<file path="config.mk">
export PLATFORM = sky130hd
export DESIGN_NAME = ctlp_cal_ctrl
export DESIGN_NICKNAME = d
export VERILOG_FILES = /design/src/design/ctlp_pkg.sv /design/src/design/ctlp_cal_ctrl.sv /design/src/design/ctlp_sync.sv
export SDC_FILE = /design/constraint.sdc
export NUM_CORES = 1
export LEC_CHECK = 0
export ABC_AREA = 0
export BUFFER_PORTS_ARGS = -buffer_cell sky130_fd_sc_hd__buf_2
export CAP_MARGIN = 10
export CORE_MARGIN = 5
export CORE_UTILIZATION = 30
export CTS_CLUSTER_SIZE = 24
export DETAILED_ROUTE_END_ITERATION = 8
export GPL_TIMING_DRIVEN = 0
export PLACE_DENSITY = 0.47
export SYNTH_ARGS = -nofsm -noshare
export SYNTH_HDL_FRONTEND = slang
export SYNTH_HIERARCHICAL = 1
export SYNTH_SLANG_ARGS = --single-unit
export TNS_END_PERCENT = 30
</file>
<file path="constraint.sdc">
create_clock -name i_clk -period 2.72 [get_ports i_clk]
set_input_delay 0.544 -clock i_clk [delete_from_list [all_inputs] [get_ports i_clk]]
set_output_delay 0.544 -clock i_clk [all_outputs]
set_load 0.02 [all_outputs]
</file>
<file path="src/design/ctlp_pkg.sv">
// package: constants and types of the calibration control block
`default_nettype none
package ctlp_pkg;
  // ====================================================================
  // register map and bus
  localparam int            ADDR_W          = 8;
  localparam int            DATA_W          = 8;
  localparam logic [7:0]    ADDR_CAL_STATUS = 8'h6a;
  localparam logic [7:0]    ADDR_PIN_CFG    = 8'h6b;
  localparam logic [7:0]    ADDR_SOFT_TRIG  = 8'h6c;
  localparam logic [7:0]    ADDR_LP_CFG     = 8'h6e;
  localparam logic [7:0]    ADDR_DATA_EN    = 8'h70;
  localparam logic [7:0]    ADDR_CAL_DATA   = 8'h71;
  localparam logic [7:0]    RST_PIN_CFG     = 8'h00;
  localparam logic [7:0]    RST_SOFT_TRIG   = 8'h01;
  localparam logic [7:0]    RST_LP_CFG      = 8'h88;
  localparam logic [7:0]    RST_DATA_EN     = 8'h00;
  localparam logic [7:0]    DATA_ZERO       = 8'h00;
  // ====================================================================
  // field positions
  localparam int            POS_TRIG_SRC    = 0;
  localparam int            POS_STAT_SEL_LO = 1;
  localparam int            POS_STAT_SEL_HI = 2;
  localparam int            POS_SOFT_TRIG   = 0;
  localparam int            POS_LP_ENABLE   = 0;
  localparam int            POS_TRIG_SLEEP  = 1;
  localparam int            POS_WAKE_LO     = 3;
  localparam int            POS_WAKE_HI     = 4;
  localparam int            POS_SLEEP_LO    = 5;
  localparam int            POS_SLEEP_HI    = 7;
  localparam int            POS_DATA_EN     = 0;
  // ====================================================================
  // status pin select codes
  localparam logic [1:0]    SEL_FG_FINISH   = 2'h0;
  localparam logic [1:0]    SEL_STOPPED     = 2'h1;
  localparam logic [1:0]    SEL_ALARM       = 2'h2;
  localparam logic [1:0]    SEL_LOW         = 2'h3;
  // ====================================================================
  // timing: delays are (2^k + 1) * 256 sample clock periods
  localparam int            CLK_PERIOD_NS   = 4;
  localparam int            DELAY_UNIT      = 256;
  localparam int            CNT_W           = 42;
  localparam int            K_W             = 6;
  localparam logic [K_W-1:0] SLEEP_K [8] = '{6'h03, 6'h0f, 6'h12, 6'h15,
                                              6'h18, 6'h1b, 6'h1e, 6'h21};
  localparam logic [K_W-1:0] WAKE_K [4]  = '{6'h03, 6'h12, 6'h15, 6'h18};
  // ====================================================================
  // types
  typedef enum logic [1:0] {
    LP_IDLE,
    LP_SLEEP,
    LP_WAKE,
    LP_CAL
  } ctlp_lp_state_e;

  typedef struct packed {
    logic fg_complete;
    logic fg_restart;
    logic bg_halted;
    logic alarm;
  } ctlp_cal_evt_s;
endpackage
`default_nettype wire

</file>
<file path="src/design/ctlp_cal_ctrl.sv">
// module: calibration trigger, status pin and low-power control
// ======================================================================
// Summary of operation
// - status pin follows foreground done, stopped or alarm per select
// - select code 3 holds the status pin low
// - trigger source 0 uses software bit, hardware pin ignored
// - trigger source 1 uses hardware pin, software bit ignored
// - software trigger bit 0 acts as the hardware pin level
// - autonomous sleep lasts (2^k+1)*256 clocks, k from 3-bit code
// - wake settling lasts (2^k+1)*256 clocks, k from 2-bit code
// - trigger mode 0 times sleep with the sleep counter
// - trigger mode 1 sleeps until the selected trigger is low
// - low-power cycle runs only with low-power and background enabled
// - calibration data access allowed only while enable bit set
// - foreground done flag sets on completion or skip
// - stopped flag follows halt; without background, follows done
//
// The strobed register port was left to the implementer.
`default_nettype none
module ctlp_cal_ctrl #(
  parameter int P_DELAY_UNIT = ctlp_pkg::DELAY_UNIT
) (
  input  wire logic                         i_clk,
  input  wire logic                         i_rst_b,
  input  wire logic [ctlp_pkg::ADDR_W-1:0]  i_addr,
  input  wire logic [ctlp_pkg::DATA_W-1:0]  i_wdata,
  input  wire logic                         i_wr,
  input  wire logic                         i_rd,
  output logic      [ctlp_pkg::DATA_W-1:0]  o_rdata,
  input  wire logic                         i_hw_trigger_pin,
  output logic                              o_cal_status_pin,
  input  wire ctlp_pkg::ctlp_cal_evt_s      i_cal_evt,
  input  wire logic                         i_background_cal_enable,
  input  wire logic                         i_lp_cal_done,
  output logic                              o_cal_trigger,
  output logic                              o_converter_asleep,
  output logic                              o_lp_cal_request,
  input  wire logic [ctlp_pkg::DATA_W-1:0]  i_cal_data,
  output logic      [ctlp_pkg::DATA_W-1:0]  o_cal_data_wdata,
  output logic                              o_cal_data_wr,
  output logic                              o_cal_data_rd
);
  import ctlp_pkg::*;

  localparam logic [CNT_W-1:0] CNT_ONE  = CNT_W'(1);
  localparam logic [CNT_W-1:0] CNT_ZERO = '0;
  localparam logic [CNT_W-1:0] UNIT     = CNT_W'(P_DELAY_UNIT);

  // ====================================================================
  // register state
  logic [DATA_W-1:0] pin_cfg_reg;
  logic [DATA_W-1:0] soft_trig_reg;
  logic [DATA_W-1:0] lp_cfg_reg;
  logic [DATA_W-1:0] data_en_reg;
  logic              fg_finish_reg;
  logic              stopped_reg;
  logic              stopped_next;
  logic              fg_finish_next;
  ctlp_lp_state_e    lp_state_reg;
  ctlp_lp_state_e    lp_state_next;
  logic [CNT_W-1:0]  cnt_reg;
  logic [CNT_W-1:0]  cnt_next;
  logic [DATA_W-1:0] rdata_next;
  logic              hw_trig_sync;

  // ====================================================================
  // bus decode
  wire wr_pin_cfg   = i_wr && (i_addr == ADDR_PIN_CFG);
  wire wr_soft_trig = i_wr && (i_addr == ADDR_SOFT_TRIG);
  wire wr_lp_cfg    = i_wr && (i_addr == ADDR_LP_CFG);
  wire wr_data_en   = i_wr && (i_addr == ADDR_DATA_EN);
  wire hit_cal_data = i_addr == ADDR_CAL_DATA;

  // ====================================================================
  // field views
  wire       trig_src  = pin_cfg_reg[POS_TRIG_SRC];
  wire [1:0] stat_sel  = pin_cfg_reg[POS_STAT_SEL_HI:POS_STAT_SEL_LO];
  wire       soft_trig = soft_trig_reg[POS_SOFT_TRIG];
  wire       lp_enable  = lp_cfg_reg[POS_LP_ENABLE];
  wire       trig_sleep = lp_cfg_reg[POS_TRIG_SLEEP];
  wire [1:0] wake_code = lp_cfg_reg[POS_WAKE_HI:POS_WAKE_LO];
  wire [2:0] sleep_code = lp_cfg_reg[POS_SLEEP_HI:POS_SLEEP_LO];
  wire       data_en   = data_en_reg[POS_DATA_EN];

  // ====================================================================
  // trigger source
  ctlp_sync u_trig_sync (
    .i_clk   (i_clk),
    .i_rst_b (i_rst_b),
    .i_level (i_hw_trigger_pin),
    .o_level (hw_trig_sync)
  );

  wire sel_trigger = trig_src ? hw_trig_sync : soft_trig;

  // ====================================================================
  // status flags
  // done on completion or skip; set wins over restart
  always_comb begin
    fg_finish_next = fg_finish_reg;
    if (i_cal_evt.fg_restart) begin
      fg_finish_next = 1'b0;
    end
    if (i_cal_evt.fg_complete) begin
      fg_finish_next = 1'b1;
    end
  end

  // stopped follows halt, or done when background is off
  always_comb begin
    if (i_background_cal_enable) begin
      stopped_next = i_cal_evt.bg_halted;
    end else begin
      stopped_next = fg_finish_next;
    end
  end

  logic stat_mux;
  always_comb begin
    unique case (stat_sel)
      SEL_FG_FINISH: stat_mux = fg_finish_reg;
      SEL_STOPPED: stat_mux = stopped_reg;
      SEL_ALARM:   stat_mux = i_cal_evt.alarm;
      SEL_LOW:     stat_mux = 1'b0;
    endcase
  end

  // ====================================================================
  // low-power sleep and wake sequencing
  function automatic logic [CNT_W-1:0] delay_of(input logic [K_W-1:0] k);
    delay_of = ((CNT_ONE << k) + CNT_ONE) * UNIT;
  endfunction

  wire [CNT_W-1:0] sleep_load = delay_of(SLEEP_K[sleep_code]) - CNT_ONE;
  wire [CNT_W-1:0] wake_load  = delay_of(WAKE_K[wake_code]) - CNT_ONE;
  wire             lp_active  = lp_enable && i_background_cal_enable;
  wire             cnt_done   = cnt_reg == CNT_ZERO;
  wire [CNT_W-1:0] cnt_dec    = cnt_reg - CNT_ONE;

  always_comb begin
    lp_state_next = lp_state_reg;
    cnt_next      = cnt_reg;
    if (!lp_active) begin
      lp_state_next = LP_IDLE;
      cnt_next      = CNT_ZERO;
    end else begin
      unique case (lp_state_reg)
        LP_IDLE: begin
          lp_state_next = LP_SLEEP;
          cnt_next      = sleep_load;
        end
        LP_SLEEP: begin
          // triggered mode waits for a low trigger
          if (trig_sleep) begin
            if (!sel_trigger) begin
              lp_state_next = LP_WAKE;
              cnt_next      = wake_load;
            end
          // autonomous mode times out on the counter
          end else if (cnt_done) begin
            lp_state_next = LP_WAKE;
            cnt_next      = wake_load;
          end else begin
            cnt_next = cnt_dec;
          end
        end
        LP_WAKE: begin
          if (cnt_done) begin
            lp_state_next = LP_CAL;
          end else begin
            cnt_next = cnt_dec;
          end
        end
        LP_CAL: begin
          if (i_lp_cal_done) begin
            lp_state_next = LP_SLEEP;
            cnt_next      = sleep_load;
          end
        end
      endcase
    end
  end

  // ====================================================================
  // read path; unmapped addresses read zero
  // data port reads zero while access is disabled
  wire [DATA_W-1:0] cal_data_rd = data_en ? i_cal_data : DATA_ZERO;
  wire [DATA_W-1:0] status_rd   = {{(DATA_W-2){1'b0}}, stopped_reg,
                                   fg_finish_reg};

  always_comb begin
    rdata_next = DATA_ZERO;
    if (i_rd) begin
      unique case (i_addr)
        ADDR_CAL_STATUS: rdata_next = status_rd;
        ADDR_PIN_CFG:    rdata_next = pin_cfg_reg;
        ADDR_SOFT_TRIG:  rdata_next = soft_trig_reg;
        ADDR_LP_CFG:     rdata_next = lp_cfg_reg;
        ADDR_DATA_EN:    rdata_next = data_en_reg;
        ADDR_CAL_DATA:   rdata_next = cal_data_rd;
        default:         rdata_next = DATA_ZERO;
      endcase
    end
  end

  // ====================================================================
  // registers
  // configuration resets to the recommended codes
  always_ff @(posedge i_clk) begin
    if (!i_rst_b) begin
      pin_cfg_reg   <= RST_PIN_CFG;
      soft_trig_reg <= RST_SOFT_TRIG;
      lp_cfg_reg    <= RST_LP_CFG;
      data_en_reg   <= RST_DATA_EN;
    end else begin
      if (wr_pin_cfg) pin_cfg_reg <= i_wdata;
      if (wr_soft_trig) soft_trig_reg <= i_wdata;
      if (wr_lp_cfg) lp_cfg_reg <= i_wdata;
      if (wr_data_en) data_en_reg <= i_wdata;
    end
  end

  always_ff @(posedge i_clk) begin
    if (!i_rst_b) begin
      fg_finish_reg <= 1'b0;
      stopped_reg  <= 1'b0;
      lp_state_reg <= LP_IDLE;
      cnt_reg      <= '0;
    end else begin
      fg_finish_reg <= fg_finish_next;
      stopped_reg  <= stopped_next;
      lp_state_reg <= lp_state_next;
      cnt_reg      <= cnt_next;
    end
  end

  // outputs are all registered; the pin lags its source by one clock
  always_ff @(posedge i_clk) begin
    if (!i_rst_b) begin
      o_rdata            <= DATA_ZERO;
      o_cal_status_pin   <= 1'b0;
      o_cal_trigger      <= 1'b0;
      o_converter_asleep <= 1'b0;
      o_lp_cal_request   <= 1'b0;
    end else begin
      o_rdata            <= rdata_next;
      o_cal_status_pin   <= stat_mux;
      o_cal_trigger      <= sel_trigger;
      o_converter_asleep <= lp_state_next == LP_SLEEP;
      o_lp_cal_request   <= lp_state_next == LP_CAL;
    end
  end

  // data port strobes gated by the enable
  always_ff @(posedge i_clk) begin
    if (!i_rst_b) begin
      o_cal_data_wr    <= 1'b0;
      o_cal_data_rd    <= 1'b0;
      o_cal_data_wdata <= DATA_ZERO;
    end else begin
      o_cal_data_wr    <= i_wr && hit_cal_data && data_en;
      o_cal_data_rd    <= i_rd && hit_cal_data && data_en;
      o_cal_data_wdata <= i_wdata;
    end
  end
endmodule
`default_nettype wire

</file>
<file path="src/design/ctlp_sync.sv">
// module: two flip-flop synchroniser for a level input
`default_nettype none
module ctlp_sync (
  input  wire logic i_clk,
  input  wire logic i_rst_b,
  input  wire logic i_level,
  output logic      o_level
);
  logic meta_reg;

  // ====================================================================
  // two-stage synchroniser
  always_ff @(posedge i_clk) begin
    if (!i_rst_b) begin
      meta_reg <= 1'b0;
      o_level  <= 1'b0;
    end else begin
      meta_reg <= i_level;
      o_level  <= meta_reg;
    end
  end
endmodule
`default_nettype wire

</file>
# == Word level (Yosys, flattened, before mapping) ==
# Memory sizes are Yosys's and may differ from the RTL's.
# Cells that the tools add are included.
# word_totals
reg_bits,102
latchBits,0
ram_bits,0
romBits,48
input_bits,35
out_inout_bits,22
word_cells,87
mem_count,1
# mem_list
name,depth,word_bits,read_ports,rd_ports_with_merged_regs,wr,line,source
(name not given),8,6,1,0,0,ctlp_cal_ctrl.sv:134,wire [CNT_W-1:0] sleep_load = delay_of(SLEEP_K[sleep_code]) - CNT_ONE;
# classes
addsub,5
n_mul,0
div_mod_pow,0
order_cmp,2
eq_ne,17
n_shift,2
n_mux,25
n_bitwise,2
n_reduce_logical,15
# ops
cell,n
$mux 42,5
$pmux 42 s4,1
$sub 42x1->42 const B,3
$add 34x1->34 const B,2
$shl 1x6->34 const A,2
$eq 8x7->1 const B,6
$pmux 8 s6,1
$logic_not 42->1,1
$mux 6,4
$bmux 6 s2,1
$mux 2,6
$eq 2x2->1 const B,5
$logic_and 1x1->1,9
$mux 8,1
$pmux 2 s4,1
$eq 2x1->1 const B,3
$ge 4x4->1 const B,1
$logic_not 2->1,2
$mux 1,4
$ne 2x2->1 const B,2
$not 3->4,1
$pmux 1 s4,1
$reduce_and 2->1,2
$ge 3x3->1 const B,1
3 further kinds,3

# == Logic depth before layout (Yosys ltp) ==
# depth
word_depth,10
depth_mapped,14
ltp_nobuf,13

# == Cells and area by module ==
# The synthesis kept the hierarchy.
# modules_own_cells
mod,instances,cells_each,area_per_inst_um2,seq_area_each_um2
ctlp_cal_ctrl,1,803,6155.9,2001.9
ctlp_sync,1,4,52.6,40.0

# == Least setup slack after synthesis ==
# OpenSTA, ideal clock, no wires.
# synth_timing
path_type,register to register
from,register lp_cfg_reg[5]
to,register cnt_reg[21]
setup_ns,0.058
arrival_time_ns,2.934
required_time_ns,2.662
setup_slack_ns,-0.272
path_stages_with_launch,15
n_path_buf,1
synth_period_minus_slack_ns,2.992
path_cell_list,dfxtp_1 > clkbuf_1 > inv_1 > ha_1 > nand3b_1 > o21ai_1 > and2_1 > ha_1 > xor2_1 > a211oi_1 > nand4_1 > nand2_1 > a21oi_1 > a2111oi_0 > a21o_1
# synth_between
elab_chain_cells,9
# synth_lines
item,line,source
from (decl),ctlp_cal_ctrl.sv:53,logic [DATA_W-1:0] lp_cfg_reg;
from (signal assigned),ctlp_cal_ctrl.sv:218,if (wr_lp_cfg) lp_cfg_reg <= i_wdata;
$not 3->4 (implied by the code) *,ctlp_cal_ctrl.sv:134,
$mem_v2 8x6 *,n/a,
$mux 6 (implied by the code) * (2 in a row),ctlp_cal_ctrl.sv:134,
$shl 1x6->34 *,ctlp_cal_ctrl.sv:131,delay_of = ((CNT_ONE << k) + CNT_ONE) * UNIT;
$add 34x1->34 *,ctlp_cal_ctrl.sv:131,
$sub 42x1->42 *,ctlp_cal_ctrl.sv:134,
$mux 42,ctlp_cal_ctrl.sv:175,if (i_lp_cal_done) begin
$pmux 42 s4 *,ctlp_cal_ctrl.sv:147,unique case (lp_state_reg)
to (signal assigned),ctlp_cal_ctrl.sv:233,cnt_reg <= cnt_next;
to (decl),ctlp_cal_ctrl.sv:61,logic [CNT_W-1:0] cnt_reg;
# Mark *: on every way between the ends. The rest lies on a longest branch, timed or not. The select of a mux whose other input is x is not followed.
# A chain may end at the register's enable or synchronous reset.

# == Final worst setup path ==
# layout_timing
from,register cnt_reg[28]
to,register cnt_reg[9]
# layout_between
elab_chain_cells,4
word_cells_on_any_way,6
cone_classes,eq/ne: 1; mux: 3; reduce/logical: 2
# layout_lines
item,line,source
$logic_not 42->1 *,ctlp_cal_ctrl.sv:137,wire cnt_done = cnt_reg == CNT_ZERO;
$mux 42,ctlp_cal_ctrl.sv:160,end else if (cnt_done) begin
$mux 42,ctlp_cal_ctrl.sv:154,if (trig_sleep) begin
$pmux 42 s4,ctlp_cal_ctrl.sv:147,
# Mark *: on every way between the ends. The rest lies on a longest branch, timed or not.

==> impl_metrics.ini <==
[outcome]
status = finished with violations
violations = setup timing

[cells_and_area]
finalCoreUtilization_pct = 40.6
multiInputGateArea_sq_um = 4320
layout-drive-gt1-share_pct = 26.3
final_cell_mix = nand2_1, dfxtp_1, buf_2
nFillCells = 2168
diodes = 0
regArea_sq_um = 2070
final_common_cell = nand2_1
nets = 980
syn2layout_area_growth_pct = 32.9
largest_reg_flops = 42

[synth]
ys_ff_latch = 102
synth_compound_area_share_pct = 26.9
syn_area_sq_um = 6210
async_flop_share_pct = 0
syn_inst = 807
synth_top_area_share_pct = 32.9
ys_types = 79
synthAdderAreaFrac_pct = 4.03
synth_edf_count = 0
ys_top_cells_by_area = dfxtp_1, nand2_1, nand3_1, ha_1, a21oi_1
ys_warn_count = 6
synth-seq-area-share_pct = 32.9
synthXorXnorAreaFrac_pct = 1.27
synth_top_family_by_area = simple AND/OR/NAND/NOR gates
syn_avg_cell_area_sq_um = 7.69
yosysTopAreaCell = dfxtp_1
syn_nets = 862
synth_mux_area_share_pct = 0.665
ys.flop_type = dfxtp_1
yosys.area_share.simple_pct = 29.3

[cts]
cts_root_buf = clkbuf_16
cts-buffers-inserted = 9
cts.sinks = 102
htree_levels = 3
clock_latency_ps = 370
cts_buffer_depth = 2
cts_tree = yes
clkTransAtPathRegs_ps = 80
ctsHoldBuffers = 0

[pwr]
power.static_leakage_nw = 3.18
peakVddDrop_mv = 0.329
powerDensity_nw_per_um2 = 371

[drt]
antenna_left = 0
drtIter0Drc = 671
wl_um = 24400
wl_per_cell_um = 20.4
detail_route.first_pass.iterations = 7
vias = 6849
vias_per_cell = 5.71
drc_errors = 0

[worst_setup_path]
cp.arrival_ps = 3050
cp_slowest_stage_delay_ps = 580
critPathSlowestCell = or4_4
endpoint_kind = register
crit_buf_inv = 3
critPathTopFamily = simple AND/OR/NAND/NOR gates
critPathKind = register to register
cpMostUsedCell = or4_4
cp_max_fo = 8
path_cells = or4_4 > or4_4 > nor4_4 > buf_4 > or2_1 > buf_8 > buf_12 > nor3_4 > a32o_2
cp_num_cells = 9
worstSetupStartpointType = register
worstRegToRegCells = 9
cp.required_ps = 2970

[floorplan]
io_pins = 57
start_util_pct = 30.6
die_h_um = 154
die-area_sq_um = 23700
coreArea_sq_um = 20300
die_x_um = 154
num_rows = 52

[sta]
fmax_ghz = 0.356
hold_viol_final = 0
fin_crit_ps = 2810
fin_ws_ps = -88.2
rsz0062_at_grt = true
finalSetupViolCount = 21
relSlewSlack_pct = 22.6
drv_slew = 0
fin_skew_ps = 17.8
finalCritPeriodShare_pct = 103
max_slew.worst_pin.slew_ps = 1150
worst_hold_slack_ps = 388

[global_routing]
grt_overflow = 0
grt_pass1_vias = 6476
antenna_found_initial = 0
grt_usage_pct = 19.8
grt_max_degree = 21
grt_first_pass_wirelength_um = 37200

[place]
place_congestion = 0.936
dp_hpwl_um = 17300
port_buffers = 55

[job]
cap_viol_max_count = 0

[min_path]
holdCritPathClass = primary input to register
hold-path-cell-count = 2
[metrics by stage]
| stage | power [mW] | cells | cell area [sq um] | TNS [ps] | worst slack, ps |
|---|---|---|---|---|---|
| 3_5_place_dp | 1.66 | 1132 | 6890 | -25970 | -819 |
| 5_1_grt | 3.15 | 1200 | 8250 | -2790 | -130 |
| 4_1_cts | 3.10 | 1167 | 7700 | -481 | -82.8 |
| 3_3_place_gp | 1.66 | 1132 | 6890 | -28340 | -936 |
| 2_1_floorplan | 1.60 | 807 | 6270 | -29.8 | -29.8 |
| 6_report | 3.06 | 1200 | 8250 | -775 | -88.2 |
[layout make-up]
class | count | area share [%]
buffer | 48 | 3.88
clock buffer | 9 | 2.73
clock inverter | 7 | 1.21
inverter | 21 | 1.11
multi-input combinational | 631 | 52.3
sequential | 102 | 25.1
tap | 270 | 4.09
timing repair buffer | 112 | 9.57
[cell usage after synthesis (4+ instances only)]
cell / n
buf_2: 5
nand4_1: 8
o41ai_1: 4
nand4b_1: 4
clkbuf_1: 41
buf_4: 4
a31oi_1: 25
dfxtp_1: 102
ha_1: 20
o211ai_1: 5
o21ai_0: 46
nor2_1: 57
nand3b_1: 7
nor3_1: 30
a32o_1: 6
inv_1: 21
nand2_1: 99
nor2b_1: 10
a21oi_1: 47
a21boi_0: 29
and3_1: 9
o31ai_1: 4
xnor2_1: 7
nand2b_1: 7
or4_1: 4
nand3_1: 51
o221a_2: 6
and2_1: 21
nor4_1: 10
a222oi_1: 7
a211oi_1: 8
or3_1: 8
o22ai_1: 15
a21o_1: 4
[worst paths after layout]
check / end / start / slack [ps]
worst max-delay path: cnt_reg[9] / cnt_reg[28] / -90
worst min-delay path: u_trig_sync/meta_reg / i_hw_trigger_pin / 390
worst max register to register: cnt_reg[9] / cnt_reg[28] / -90
worst min register to register: u_trig_sync/o_level / u_trig_sync/meta_reg / 430
[routing by layer]
layer | routed length [um] | track usage (%) | part of all wire, %
met1 | 11100 | 27.4 | 45
met2 | 10700 | 30.0 | 44
met3 | 1990 | 4.72 | 8.2
met4 | 683 | 7.11 | 2.8
met5 | 0 | 0 | 0
[logic make-up (layout without fill, tap and decap cells)]
kind of cell	count (synthesis)	count (layout)
buffers and inverters	74	197
AND/OR/NAND/NOR	352	352
flip-flops	102	102
adder cells (fa/ha/maj)	20	20
XOR/XNOR	9	9
multiplexers	4	4
AO/OA/AOI/OAI	246	246
[power by group]
| group | switching, mW | leakage (nW) | internal (mW) | total, mW |
|---|---|---|---|---|
| sequential | 0.00407 | 0.831 | 1.50 | 1.50 |
| combinational | 0.0739 | 2.19 | 0.0468 | 0.121 |
| clock | 0.694 | 0.158 | 0.748 | 1.44 |
[worst register-to-register path: stages (launching register included)]
cell and delay, ps:
dfxtp_4 360, or4_4 560, or4_4 580, nor4_4 230, buf_4 200, or2_1 140, buf_8 170, buf_12 150
nor3_4 50, a32o_2 260
[what timing repair did]
| item | CTS | global route |
|---|---|---|
| endpoints found under the setup margin | 46 | 41 |
| setup buffers | 22 | 32 |
| gates cloned | 1 | 2 |
| pin swaps | 24 | 36 |
| resized for setup | 86 | 74 |
Note: power is estimated with default switching activity, not from simulation.
